===== config.mk =====
export PLATFORM = sky130hd
export DESIGN_NAME = adc_postfilter
export DESIGN_NICKNAME = d
export VERILOG_FILES = /design/src/hw/postfilter_pkg.sv /design/src/hw/adc_postfilter.sv /design/src/hw/chan_decim.sv
export SDC_FILE = /design/constraint.sdc
export NUM_CORES = 2
export LEC_CHECK = 0
export BUFFER_PORTS_ARGS = -buffer_cell sky130_fd_sc_hd__buf_2
export CELL_PAD_IN_SITES_DETAIL_PLACEMENT = 0
export CELL_PAD_IN_SITES_GLOBAL_PLACEMENT = 1
export CORE_ASPECT_RATIO = 0.8
export CORE_MARGIN = 2
export CORE_UTILIZATION = 44
export DETAILED_ROUTE_END_ITERATION = 6
export PLACE_DENSITY_LB_ADDON = 0.1
export SYNTH_ARGS = -nofsm -noshare
export SYNTH_HDL_FRONTEND = slang
export SYNTH_SLANG_ARGS = --single-unit

===== constraint.sdc =====
create_clock -name clk_i -period 9.7 [get_ports clk_i]
set_input_delay 1.94 -clock clk_i [delete_from_list [all_inputs] [get_ports clk_i]]
set_output_delay 1.94 -clock clk_i [all_outputs]
set_load 0.03 [all_outputs]

===== src/hw/postfilter_pkg.sv =====
// postfilter_pkg: register map, field layout and filter constants
// assumes: shared by adc_postfilter and chan_decim, nothing imported
package postfilter_pkg;
    // ==========================================================
    // register map, byte addresses on the avalon slave
    localparam logic [4:0] OFS_OSR = 5'h00;
    localparam logic [4:0] OFS_HP = 5'h04;
    localparam logic [4:0] OFS_CFG0 = 5'h08;
    localparam logic [4:0] OFS_CFG1 = 5'h0c;
    localparam logic [4:0] OFS_DATA0 = 5'h10;
    localparam logic [4:0] OFS_DATA1 = 5'h14;
    localparam logic [4:0] OFS_STATUS = 5'h18;
    localparam int ADDR_W = 5;
    localparam int BUS_W = 32;

    // ==========================================================
    // channel_config_register layout, cutoff field width and reset
    localparam int PHASE_LSB = 0;
    localparam int PHASE_W = 10;
    localparam int INSEL_LSB = 10;
    localparam int INSEL_W = 2;
    localparam int BYPASS_BIT = 12;
    localparam int CFG_W = 13;
    localparam logic [12:0] CFG_RESET = 13'h0000;
    localparam int HP_W = 4;
    localparam logic [3:0] HP_RESET = 4'h0;

    // ==========================================================
    // oversample_ratio code: ratio = 2 ** (code + LOG_OSR_MIN)
    localparam int OSR_W = 4;
    localparam logic [3:0] OSR_RESET = 4'h4;
    localparam logic [3:0] OSR_CODE_MAX = 4'h8;
    localparam logic [3:0] LOG_OSR_MIN = 4'h6;
    localparam logic [3:0] LOG_SINC3_MAX = 4'ha;
    localparam logic [3:0] SINC3_FULL_CODE = 4'h4;

    // ==========================================================
    // input select codes
    typedef enum logic [1:0] {
        INSEL_NORMAL = 2'h0,
        INSEL_TEST_POS = 2'h1,
        INSEL_TEST_NEG = 2'h2,
        INSEL_RESERVED = 2'h3
    } insel_t;

    // ==========================================================
    // datapath widths
    localparam int NCH = 2;
    localparam int DATA_W = 24;
    localparam int SINC3_W = 32;
    localparam int SUM_W = 36;
    localparam int HP_FRAC = 16;
    localparam int EST_W = 40;
    localparam int REF_W = 10;
    localparam logic [6:0] NORM_BIAS = 7'h17;
endpackage


===== src/hw/adc_postfilter.sv =====
// adc_postfilter: two-channel decimation, dc removal, input select
// and sample-phase shift, with an avalon-mm register slave
// assumes: clk_i is the modulator clock, one bit per channel per edge;
// modulator and test bits arrive from pins, asynchronous to clk_i
//
// Function
// RULE1: sinc3 decimator for ratios up to 1024
// RULE2: above 1024, sinc3 at 1024 then sinc1
// RULE3: cutoff code zero bypasses dc removal everywhere
// RULE4: per-channel bit bypasses dc removal
// RULE5: code k gives coefficient two to -(k+1)
// RULE6: recursive high-pass, shift arithmetic, per sample
// RULE7: host ignores samples while high-pass settles
// RULE8: high-pass runs at output sample rate
// RULE9: 2-bit field selects normal or test input
// RULE10: one code each, fourth code reserved
// RULE11: one shared test signal for all channels
// RULE12: 10-bit signed phase field per channel
// RULE13: phase counts modulator cycles of window shift
// RULE14: each result uses exactly ratio modulator samples
// RULE15: equal phases give aligned windows
// RULE16: phase moves window edges, keeps its length
// RULE17: clip phase to half ratio, max 511
`timescale 1ns/1ns
`default_nettype none
module adc_postfilter (
    input wire logic clk_i,
    input wire logic rst_i,
    input wire logic [4:0] address_i,
    input wire logic read_i,
    input wire logic write_i,
    input wire logic [31:0] writedata_i,
    output logic [31:0] readdata_o,
    output logic waitrequest_o,
    input wire logic [1:0] mod_bits_i,
    input wire logic test_bit_i,
    output logic [23:0] sample0_o,
    output logic [23:0] sample1_o,
    output logic [1:0] sample_valid_o
);
    localparam int NCH = postfilter_pkg::NCH;
    localparam int DW = postfilter_pkg::DATA_W;
    localparam int EW = postfilter_pkg::EST_W;
    localparam int RW = postfilter_pkg::REF_W;
    localparam int PL = postfilter_pkg::PHASE_LSB;
    localparam int PW = postfilter_pkg::PHASE_W;
    localparam int IL = postfilter_pkg::INSEL_LSB;
    localparam int IW = postfilter_pkg::INSEL_W;
    localparam int CW = postfilter_pkg::CFG_W;
    localparam int HW = postfilter_pkg::HP_W;

    // ==========================================================
    // pin synchronisers
    // pins are not timed against clk_i, so two flops before any use
    logic [1:0] mod_meta_reg, mod_sync_reg;
    logic test_meta_reg, test_sync_reg;

    always_ff @(posedge clk_i) begin
        if (rst_i) begin
            mod_meta_reg <= '0;
            mod_sync_reg <= '0;
            test_meta_reg <= 1'b0;
            test_sync_reg <= 1'b0;
        end else begin
            mod_meta_reg <= mod_bits_i;
            mod_sync_reg <= mod_meta_reg;
            test_meta_reg <= test_bit_i;
            test_sync_reg <= test_meta_reg;
        end
    end

    // ==========================================================
    // registers
    logic [3:0] osr_reg;
    logic [3:0] hp_sel_reg;
    logic [12:0] cfg_reg [NCH];
    logic [23:0] data_reg [NCH];
    logic [1:0] ready_reg;
    logic [1:0] valid_reg;
    logic wait_reg;
    logic [31:0] rdata_reg;

    // ==========================================================
    // bus decode
    // one wait cycle per access: the answer edge is the second edge
    wire logic req = read_i | write_i;
    wire logic done = req & ~wait_reg;
    wire logic wr = done & write_i;
    wire logic rd = done & read_i;
    // one address compare per register, shared by writes and read mux
    wire logic hit_ratio = address_i == postfilter_pkg::OFS_OSR;
    wire logic hit_hp = address_i == postfilter_pkg::OFS_HP;
    wire logic hit_cfg0 = address_i == postfilter_pkg::OFS_CFG0;
    wire logic hit_cfg1 = address_i == postfilter_pkg::OFS_CFG1;
    wire logic hit_data0 = address_i == postfilter_pkg::OFS_DATA0;
    wire logic hit_data1 = address_i == postfilter_pkg::OFS_DATA1;
    wire logic hit_status = address_i == postfilter_pkg::OFS_STATUS;

    wire logic wr_osr = wr & hit_ratio;
    wire logic wr_hp = wr & hit_hp;
    wire logic wr_cfg0 = wr & hit_cfg0;
    wire logic wr_cfg1 = wr & hit_cfg1;
    wire logic rd_data0 = rd & hit_data0;
    wire logic rd_data1 = rd & hit_data1;
    wire logic [1:0] rd_data = {rd_data1, rd_data0};
    wire logic [1:0] wr_cfg = {wr_cfg1, wr_cfg0};

    // ratio codes above the table are held at the largest ratio
    wire logic [3:0] osr_wr_val =
        (writedata_i[3:0] > postfilter_pkg::OSR_CODE_MAX) ?
        postfilter_pkg::OSR_CODE_MAX : writedata_i[3:0];

    // ==========================================================
    // read words, upper bits zero
    wire logic [31:0] word_ratio = 32'(osr_reg);
    wire logic [31:0] word_hp = 32'(hp_sel_reg);
    wire logic [31:0] word_cfg0 = 32'(cfg_reg[0]);
    wire logic [31:0] word_cfg1 = 32'(cfg_reg[1]);
    wire logic [31:0] word_data0 = 32'(data_reg[0]);
    wire logic [31:0] word_data1 = 32'(data_reg[1]);
    wire logic [31:0] word_status = 32'(ready_reg);

    wire logic [31:0] rdata_next =
        hit_ratio ? word_ratio :
        hit_hp ? word_hp :
        hit_cfg0 ? word_cfg0 :
        hit_cfg1 ? word_cfg1 :
        hit_data0 ? word_data0 :
        hit_data1 ? word_data1 :
        hit_status ? word_status :
        32'h0;

    // ==========================================================
    // handshake: waitrequest idles high, so no access is zero-wait
    always_ff @(posedge clk_i) begin
        if (rst_i) begin
            wait_reg <= 1'b1;
            rdata_reg <= '0;
        end else begin
            wait_reg <= ~(req & wait_reg);
            rdata_reg <= rdata_next;
        end
    end

    // ==========================================================
    // ratio and cutoff settings
    always_ff @(posedge clk_i) begin
        if (rst_i) begin
            osr_reg <= postfilter_pkg::OSR_RESET;
            hp_sel_reg <= postfilter_pkg::HP_RESET;
        end else begin
            if (wr_osr) begin
                osr_reg <= osr_wr_val;
            end
            if (wr_hp) begin
                hp_sel_reg <= writedata_i[HW-1:0];
            end
        end
    end

    assign readdata_o = rdata_reg;
    assign waitrequest_o = wait_reg;

    // ==========================================================
    // ratio split and shared window reference
    // above 1024 the sinc3 stays at 1024 and sinc1 does the rest
    wire logic split = osr_reg > postfilter_pkg::SINC3_FULL_CODE;
    wire logic [3:0] log_all = osr_reg + postfilter_pkg::LOG_OSR_MIN;
    wire logic [3:0] log3 =
        split ? postfilter_pkg::LOG_SINC3_MAX : log_all; // see RULE2
    wire logic [3:0] log1 =
        split ? (osr_reg - postfilter_pkg::SINC3_FULL_CODE) : 4'h0;
    wire logic [10:0] osr3 = 11'h1 << log3;
    wire logic [10:0] osr3_m1 = osr3 - 11'h1;
    wire logic signed [10:0] half = $signed(osr3 >> 1);
    wire logic signed [10:0] ph_hi = half - 11'sh1;
    wire logic signed [10:0] ph_lo = -half;

    // zero-phase reference window runs over 0 .. sinc3 ratio-1 (0 .. 1023 above 1024)
    logic [RW-1:0] ref_reg;
    wire logic ref_wrap = ref_reg >= osr3_m1[RW-1:0];
    wire logic [RW-1:0] ref_next =
        ref_wrap ? '0 : ref_reg + RW'(1); // see RULE14

    always_ff @(posedge clk_i) begin
        if (rst_i) begin
            ref_reg <= '0;
        end else begin
            ref_reg <= ref_next;
        end
    end

    // ==========================================================
    // dc removal control shared by both channels
    wire logic hp_global = hp_sel_reg != 4'h0; // see RULE3
    wire logic [4:0] hp_shift = 5'(hp_sel_reg) + 5'h1; // see RULE5

    // ==========================================================
    // per-channel datapath
    logic [1:0] dec_valid;
    logic [23:0] dec_data [NCH];
    logic [1:0] ready_next;

    genvar c;
    generate
        for (c = 0; c < NCH; c = c + 1) begin : g_ch
            wire logic [IW-1:0] insel = cfg_reg[c][IL +: IW];
            wire logic bypass = cfg_reg[c][postfilter_pkg::BYPASS_BIT];
            wire logic [PW-1:0] ph_field = cfg_reg[c][PL +: PW];
            wire logic signed [10:0] ph_raw =
                11'($signed(ph_field)); // see RULE12 see RULE13

            // one spare bit so the clip compares never overflow
            // see RULE17
            wire logic signed [10:0] ph_clip =
                (ph_raw > ph_hi) ? ph_hi :
                (ph_raw < ph_lo) ? ph_lo : ph_raw;
            // window end sits ph_clip cycles after the reference end
            wire logic [10:0] pos = (osr3_m1 + ph_clip) & osr3_m1;
            wire logic dump =
                ref_reg == pos[RW-1:0]; // see RULE15 see RULE16

            // reserved select code falls through to the normal input
            // see RULE9 see RULE10 see RULE11
            wire logic chan_bit =
                (insel == postfilter_pkg::INSEL_TEST_POS) ? test_sync_reg :
                (insel == postfilter_pkg::INSEL_TEST_NEG) ? ~test_sync_reg :
                mod_sync_reg[c];

            chan_decim u_decim (
                .clk_i(clk_i),
                .rst_i(rst_i),
                .bit_i(chan_bit),
                .dump_i(dump),
                .log3_i(log3),
                .log1_i(log1),
                .data_o(dec_data[c]),
                .valid_o(dec_valid[c])
            );

            // first-order high-pass: y = x - est, est += a * y
            // 16 fraction bits let the smallest step still move est
            logic signed [EW-1:0] est_reg;
            wire logic hp_on = hp_global && !bypass; // see RULE4
            wire logic signed [EW-1:0] xw =
                EW'($signed(dec_data[c])) <<< postfilter_pkg::HP_FRAC;
            wire logic signed [EW-1:0] diff = xw - est_reg; // see RULE6
            wire logic signed [EW-1:0] est_next =
                est_reg + (diff >>> hp_shift);
            wire logic signed [EW-1:0] y_full =
                diff >>> postfilter_pkg::HP_FRAC;
            wire logic signed [EW-1:0] y_top = y_full >>> (DW - 1);
            wire logic y_over = !y_full[EW-1] && (y_top != '0);
            wire logic y_under = y_full[EW-1] && (y_top != '1);
            wire logic [23:0] y_sat =
                y_over ? 24'h7fffff :
                y_under ? 24'h800000 : y_full[DW-1:0];
            wire logic [23:0] y = hp_on ? y_sat : dec_data[c];

            always_ff @(posedge clk_i) begin
                if (rst_i) begin
                    est_reg <= '0;
                    data_reg[c] <= '0;
                    cfg_reg[c] <= postfilter_pkg::CFG_RESET;
                end else begin
                    if (wr_cfg[c]) begin
                        cfg_reg[c] <= writedata_i[CW-1:0];
                    end
                    // estimate restarts from zero whenever the stage is off
                    if (!hp_on) begin
                        est_reg <= '0;
                    end else if (dec_valid[c]) begin
                        est_reg <= est_next; // see RULE8 see RULE6
                    end
                    if (dec_valid[c]) begin
                        data_reg[c] <= y;
                    end
                end
            end

            // new-sample flag: a fresh sample beats the read that clears
            assign ready_next[c] = dec_valid[c] |
                                   (ready_reg[c] & ~rd_data[c]);
        end
    endgenerate

    // ==========================================================
    // result strobes
    // valid leaves a flop at the same edge that loads the data word
    always_ff @(posedge clk_i) begin
        if (rst_i) begin
            ready_reg <= '0;
            valid_reg <= '0;
        end else begin
            ready_reg <= ready_next;
            valid_reg <= dec_valid;
        end
    end

    assign sample0_o = data_reg[0];
    assign sample1_o = data_reg[1];
    assign sample_valid_o = valid_reg;
endmodule
`default_nettype wire


===== src/hw/chan_decim.sv =====
// chan_decim: one channel of sinc3 plus optional sinc1 decimation
// assumes: one modulator bit per clk_i, window end given by dump_i
`timescale 1ns/1ns
`default_nettype none
module chan_decim (
    input wire logic clk_i,
    input wire logic rst_i,
    input wire logic bit_i,
    input wire logic dump_i,
    input wire logic [3:0] log3_i,
    input wire logic [3:0] log1_i,
    output logic [23:0] data_o,
    output logic valid_o
);
    localparam int W3 = postfilter_pkg::SINC3_W;
    localparam int WS = postfilter_pkg::SUM_W;

    // ==========================================================
    // sinc3: three integrators at the modulator rate
    logic signed [W3-1:0] i1_reg, i2_reg, i3_reg;
    logic signed [W3-1:0] d1_reg, d2_reg, d3_reg;
    logic signed [W3-1:0] s3_reg;
    logic v3_reg;
    wire logic signed [W3-1:0] x = bit_i ? W3'(1) : -W3'(1);
    // wrap-around in the integrators cancels in the combs
    wire logic signed [W3-1:0] c1 = i3_reg - d1_reg;
    wire logic signed [W3-1:0] c2 = c1 - d2_reg;
    wire logic signed [W3-1:0] c3 = c2 - d3_reg;

    always_ff @(posedge clk_i) begin
        if (rst_i) begin
            i1_reg <= '0;
            i2_reg <= '0;
            i3_reg <= '0;
            d1_reg <= '0;
            d2_reg <= '0;
            d3_reg <= '0;
            s3_reg <= '0;
            v3_reg <= 1'b0;
        end else begin
            i1_reg <= i1_reg + x;
            i2_reg <= i2_reg + i1_reg;
            i3_reg <= i3_reg + i2_reg;
            v3_reg <= dump_i;
            if (dump_i) begin // see RULE1 see RULE14
                d1_reg <= i3_reg;
                d2_reg <= c1;
                d3_reg <= c2;
                s3_reg <= c3;
            end
        end
    end

    // ==========================================================
    // sinc1: sums 2 to 16 sinc3 results for the long ratios
    logic signed [WS-1:0] acc_reg;
    logic [3:0] cnt_reg;
    wire logic [4:0] n1 = 5'h1 << log1_i;
    wire logic [3:0] last1 = 4'(n1 - 5'h1);
    wire logic signed [WS-1:0] total = acc_reg + WS'(s3_reg);
    // >= so a ratio cut mid-count cannot skip past the end and stall
    wire logic end1 = v3_reg && (cnt_reg >= last1); // see RULE2

    // scale so that full scale lands on 24 bits
    wire logic [6:0] gain_log = 7'(log3_i) * 7'h3 + 7'(log1_i);
    wire logic [6:0] sh = gain_log - postfilter_pkg::NORM_BIAS;
    wire logic [6:0] nsh = -sh;
    wire logic signed [WS-1:0] scaled = sh[6] ? (total <<< nsh)
                                             : (total >>> sh);
    wire logic signed [WS-1:0] top = scaled >>> (postfilter_pkg::DATA_W - 1);
    wire logic over = !scaled[WS-1] && (top != '0);
    wire logic under = scaled[WS-1] && (top != '1);
    wire logic [23:0] sat = over ? 24'h7fffff :
                            under ? 24'h800000 : scaled[23:0];

    always_ff @(posedge clk_i) begin
        if (rst_i) begin
            acc_reg <= '0;
            cnt_reg <= '0;
            data_o <= '0;
            valid_o <= 1'b0;
        end else begin
            valid_o <= end1;
            if (end1) begin
                acc_reg <= '0;
                cnt_reg <= '0;
                data_o <= sat;
            end else if (v3_reg) begin
                acc_reg <= total;
                cnt_reg <= cnt_reg + 4'h1;
            end
        end
    end
endmodule
`default_nettype wire


==> flow_summary_export.csv <==
group,metric,value,unit
outcome,run_status,"complete, no violations",
yosys,synthAdderAreaFrac,12.05,%
global_route,first_global_vias,62800,
setup_path,cp-end-kind,"flop",
setup_path,path_common_cell,"a21oi_1",
global_route,grt-ovfl-total,0,
timing,layout_setup_ws,0.7093,ns
setup_path,slowest_stage,"o21ai_0",
die,initial_utilization,44.17,%
finish,area_delta_synth_final,8.688,%
timing,hold_viol_final,0,
hold_path,hold_path_class,"flop to flop",
clock_network,clock_sinks,787,
finish,largest_register_ff_count,80,
setup_path,ff2ff_path_depth,37,
setup_path,critPathMaxStageDelay,0.60,ns
placement,pre_cts_slack,0.8758,ns
die,chipWidth,457.5,µm
flow_run,drv_cap,0,
pwr,power.leakage,0.03166,µW
yosys,ys_warn_count,0,
yosys,synthCells,9393,
timing,maxSlewViolCount,0,
clock_network,postCtsSetupBuffers,0,
route,drtIter0Drc,6238,
route,avgViaCountPerCell,5.915,
yosys,async_flop_share,0,%
pwr,p_per_area,346.6,nW/µm²
yosys,yosysSeqAreaShare,22.79,%
die,ios,127,
setup_path,criticalPathCategory,"flop to flop",
timing,hold-worst-slack,0.4841,ns
timing,fmax,111.2,MHz
clock_network,path_clk_slew,0.06,ns
yosys,synth_compound_gate_area_share,23.76,%
timing,skew,0.05265,ns
setup_path,cp.required,10.33,ns
timing,fin_crit_sh,92.69,%
finish,final_common_cell,"nor2_1",
global_route,antenna_found_initial,4,
setup_path,path_max_fanout,4,
hold_path,min_to,"g_ch[0].u_decim.acc_reg[24]$_SDFFE_PP0P_",
placement,gp_congestion,1.006,
clock_network,cts_buffer_depth,3,
global_route,grt_use_total,27.90,%
placement,io_buffers,99,
setup_path,r2r-end,"g_ch[0].est_reg[36]$_SDFFE_PP0P_",
route,dr.pass1.iters,7,
pwr,peakVddDrop,0.0005485,V
yosys,synth_xor_area_share,6.484,%
timing,setup_tns,0,ns
clock_network,postCtsResizedCells,0,
global_route,grt_max_degree,147,
route,wirelength,242300,µm
timing,maxSlewHeadroom,14.36,%
clock_network,cts_buffers,95,
setup_path,r2r-start,"g_ch[0].est_reg[16]$_SDFFE_PP0P_",
timing,rsz0062_at_grt,"no",
setup_path,worstSetupStartpointType,"flop",
placement,post-dp-hpwl,187600,µm
hold_path,holdPathStages,2,
die,die_y,366.8,µm
clock_network,cts_tree,"done",
setup_path,critPathArrivalTime,9.62,ns
yosys,yosysUniqueCellTypes,114,
die,row_count,133,
timing,worst_pin_slew,1.276,ns
hold_path,hp-start,"g_ch[0].u_decim.acc_reg[24]$_SDFFE_PP0P_",
finish,final_cell_mix,"nor2_1, a21oi_1, dfxtp_1",
route,wl_per_cell,21.04,µm
yosys,avgSynthCellArea,7.708,µm²
yosys,synth_top_family_by_area,"compound AO/OA/AOI/OAI gates",
timing,period_minus_slack,8.991,ns
clock_network,clock_latency,0.77,ns
clock_network,htreeDepth,3,
setup_path,r2r_slack,0.71,ns
route,antenna_left,0,
route,drc_errors,0,
yosys,synth-seq-cells,787,
yosys,netlist_area,72400,µm²
yosys,muxShareOfSynthArea,10.16,%
yosys,synth_flop_cell,"dfxtp_1",
finish,fin_nets,10010,
timing,setup_violations,0,
clock_network,cts_hold_buf,0,
yosys,synth_edf_count,74,
pwr,p_total,27270,µW
die,dieArea,167800,µm²
die,design.core.area,163900,µm²
finish,drive_gt1_share,7.546,%
global_route,grt_pass1_wl,375200,µm
clock_network,ctsRootBufferMaster,"clkbuf_16",
yosys,synth_simple_gate_area_share,19.55,%
finish,finish.utilization,48.00,%
route,vias,68120,
cells by family (layout without fill, tap and decap cells):
logic type	after synthesis	in the layout
buffers and inverters	952	908
multiplexers	675	675
flip-flops	787	787
adder cells (fa/ha/maj)	685	685
AND/OR/NAND/NOR	3114	3114
XOR/XNOR	536	536
other	1	9
AO/OA/AOI/OAI	2643	2643
synthesized netlist by cell type (all sizes together), types with 32 or more instances:
master | instances | area share [%]
mux2i | 577 | 8.0
edfxtp | 74 | 3.1
o21a | 104 | 1.1
o21bai | 66 | 0.68
o2111ai | 32 | 0.40
a31oi | 123 | 1.1
nand4 | 40 | 0.35
nor2 | 1307 | 6.8
or3 | 75 | 0.65
a21boi | 32 | 0.33
nand2b | 101 | 0.87
and2 | 96 | 0.83
o22ai | 33 | 0.29
mux4 | 42 | 1.3
dfxtp | 713 | 20
a21oi | 779 | 5.4
clkbuf | 344 | 1.8
o31ai | 59 | 0.65
xnor2 | 354 | 4.3
a221oi | 37 | 0.46
nand3 | 188 | 1.3
buf | 135 | 0.98
and3 | 82 | 0.71
nand2 | 702 | 3.6
xor2 | 182 | 2.2
a211oi | 148 | 1.6
o21ai | 548 | 3.8
a22oi | 32 | 0.34
nor3 | 254 | 1.8
inv | 471 | 2.4
or2 | 52 | 0.45
o211ai | 106 | 1.1
mux2 | 56 | 0.87
nor2b | 95 | 0.82
ha | 661 | 11
a21o | 185 | 1.9
per-layer routing:
metal | share of wire, % | track usage, % | vias to the layer above
li1 | - | - | 33780
met1 | 50 | 42.32 | 32140
met2 | 41 | 41.00 | 1923
met3 | 6.5 | 4.183 | 281
met4 | 2.2 | 6.260 | 0
met5 | 0 | 0 | -
per-stage QoR:
stage               area [µm²]  instances
CTS                      78680      11520
global route             78680      11520
finish                   78690      11520
floorplan                72430       9400
detailed placement       75270      11340
global placement         75270      11340
critical path, delay by kind of cell, from the launching register on:
family / cells / cell delay [ns]
xor gates and xnor gates: 2 / 0.57
muxes: 2 / 0.47
adders and majority gates: 2 / 0.70
DFF: 1 / 0.35
AOI/OAI and AO/OA: 22 / 4.77
buffers and inverters: 3 / 0.42
and+or+nand+nor: 6 / 1.54
power breakdown:
part           switching (µW)  internal (µW)  total (µW)
clock network            1610           2280        3890
registers                 278           3630        3900
logic                   10700           8740       19500
worst max-delay path by stage:
stage                                                start                                       to
after floorplan                    osr_reg[0]$_SDFFE_PP0P_  g_ch[0].u_decim.data_o[10]$_SDFFE_PP0P_
after global placement     g_ch[1].est_reg[1]$_SDFFE_PP0P_         g_ch[1].est_reg[39]$_SDFFE_PP0P_
after detailed placement   g_ch[1].est_reg[1]$_SDFFE_PP0P_         g_ch[1].est_reg[39]$_SDFFE_PP0P_
after CTS                  g_ch[1].est_reg[1]$_SDFFE_PP0P_         g_ch[1].est_reg[39]$_SDFFE_PP0P_
after global routing      g_ch[0].est_reg[16]$_SDFFE_PP0P_         g_ch[0].est_reg[37]$_SDFFE_PP0P_
final                     g_ch[0].est_reg[16]$_SDFFE_PP0P_         g_ch[0].est_reg[36]$_SDFFE_PP0P_
area by class of cell:
cell class | instances | area, µm²
Antenna cell | 1 | 2.502
Clock buffer | 125 | 2691
Clock inverter | 49 | 721.9
Fill cell | 16280 | 85230
Inverter | 473 | 1777
Multi-Input combinational cell | 7661 | 52410
Sequential cell | 787 | 16510
Tap cell | 2160 | 2703
Timing Repair Buffer | 261 | 1872
Note: power is estimated with default switching activity, not from simulation.
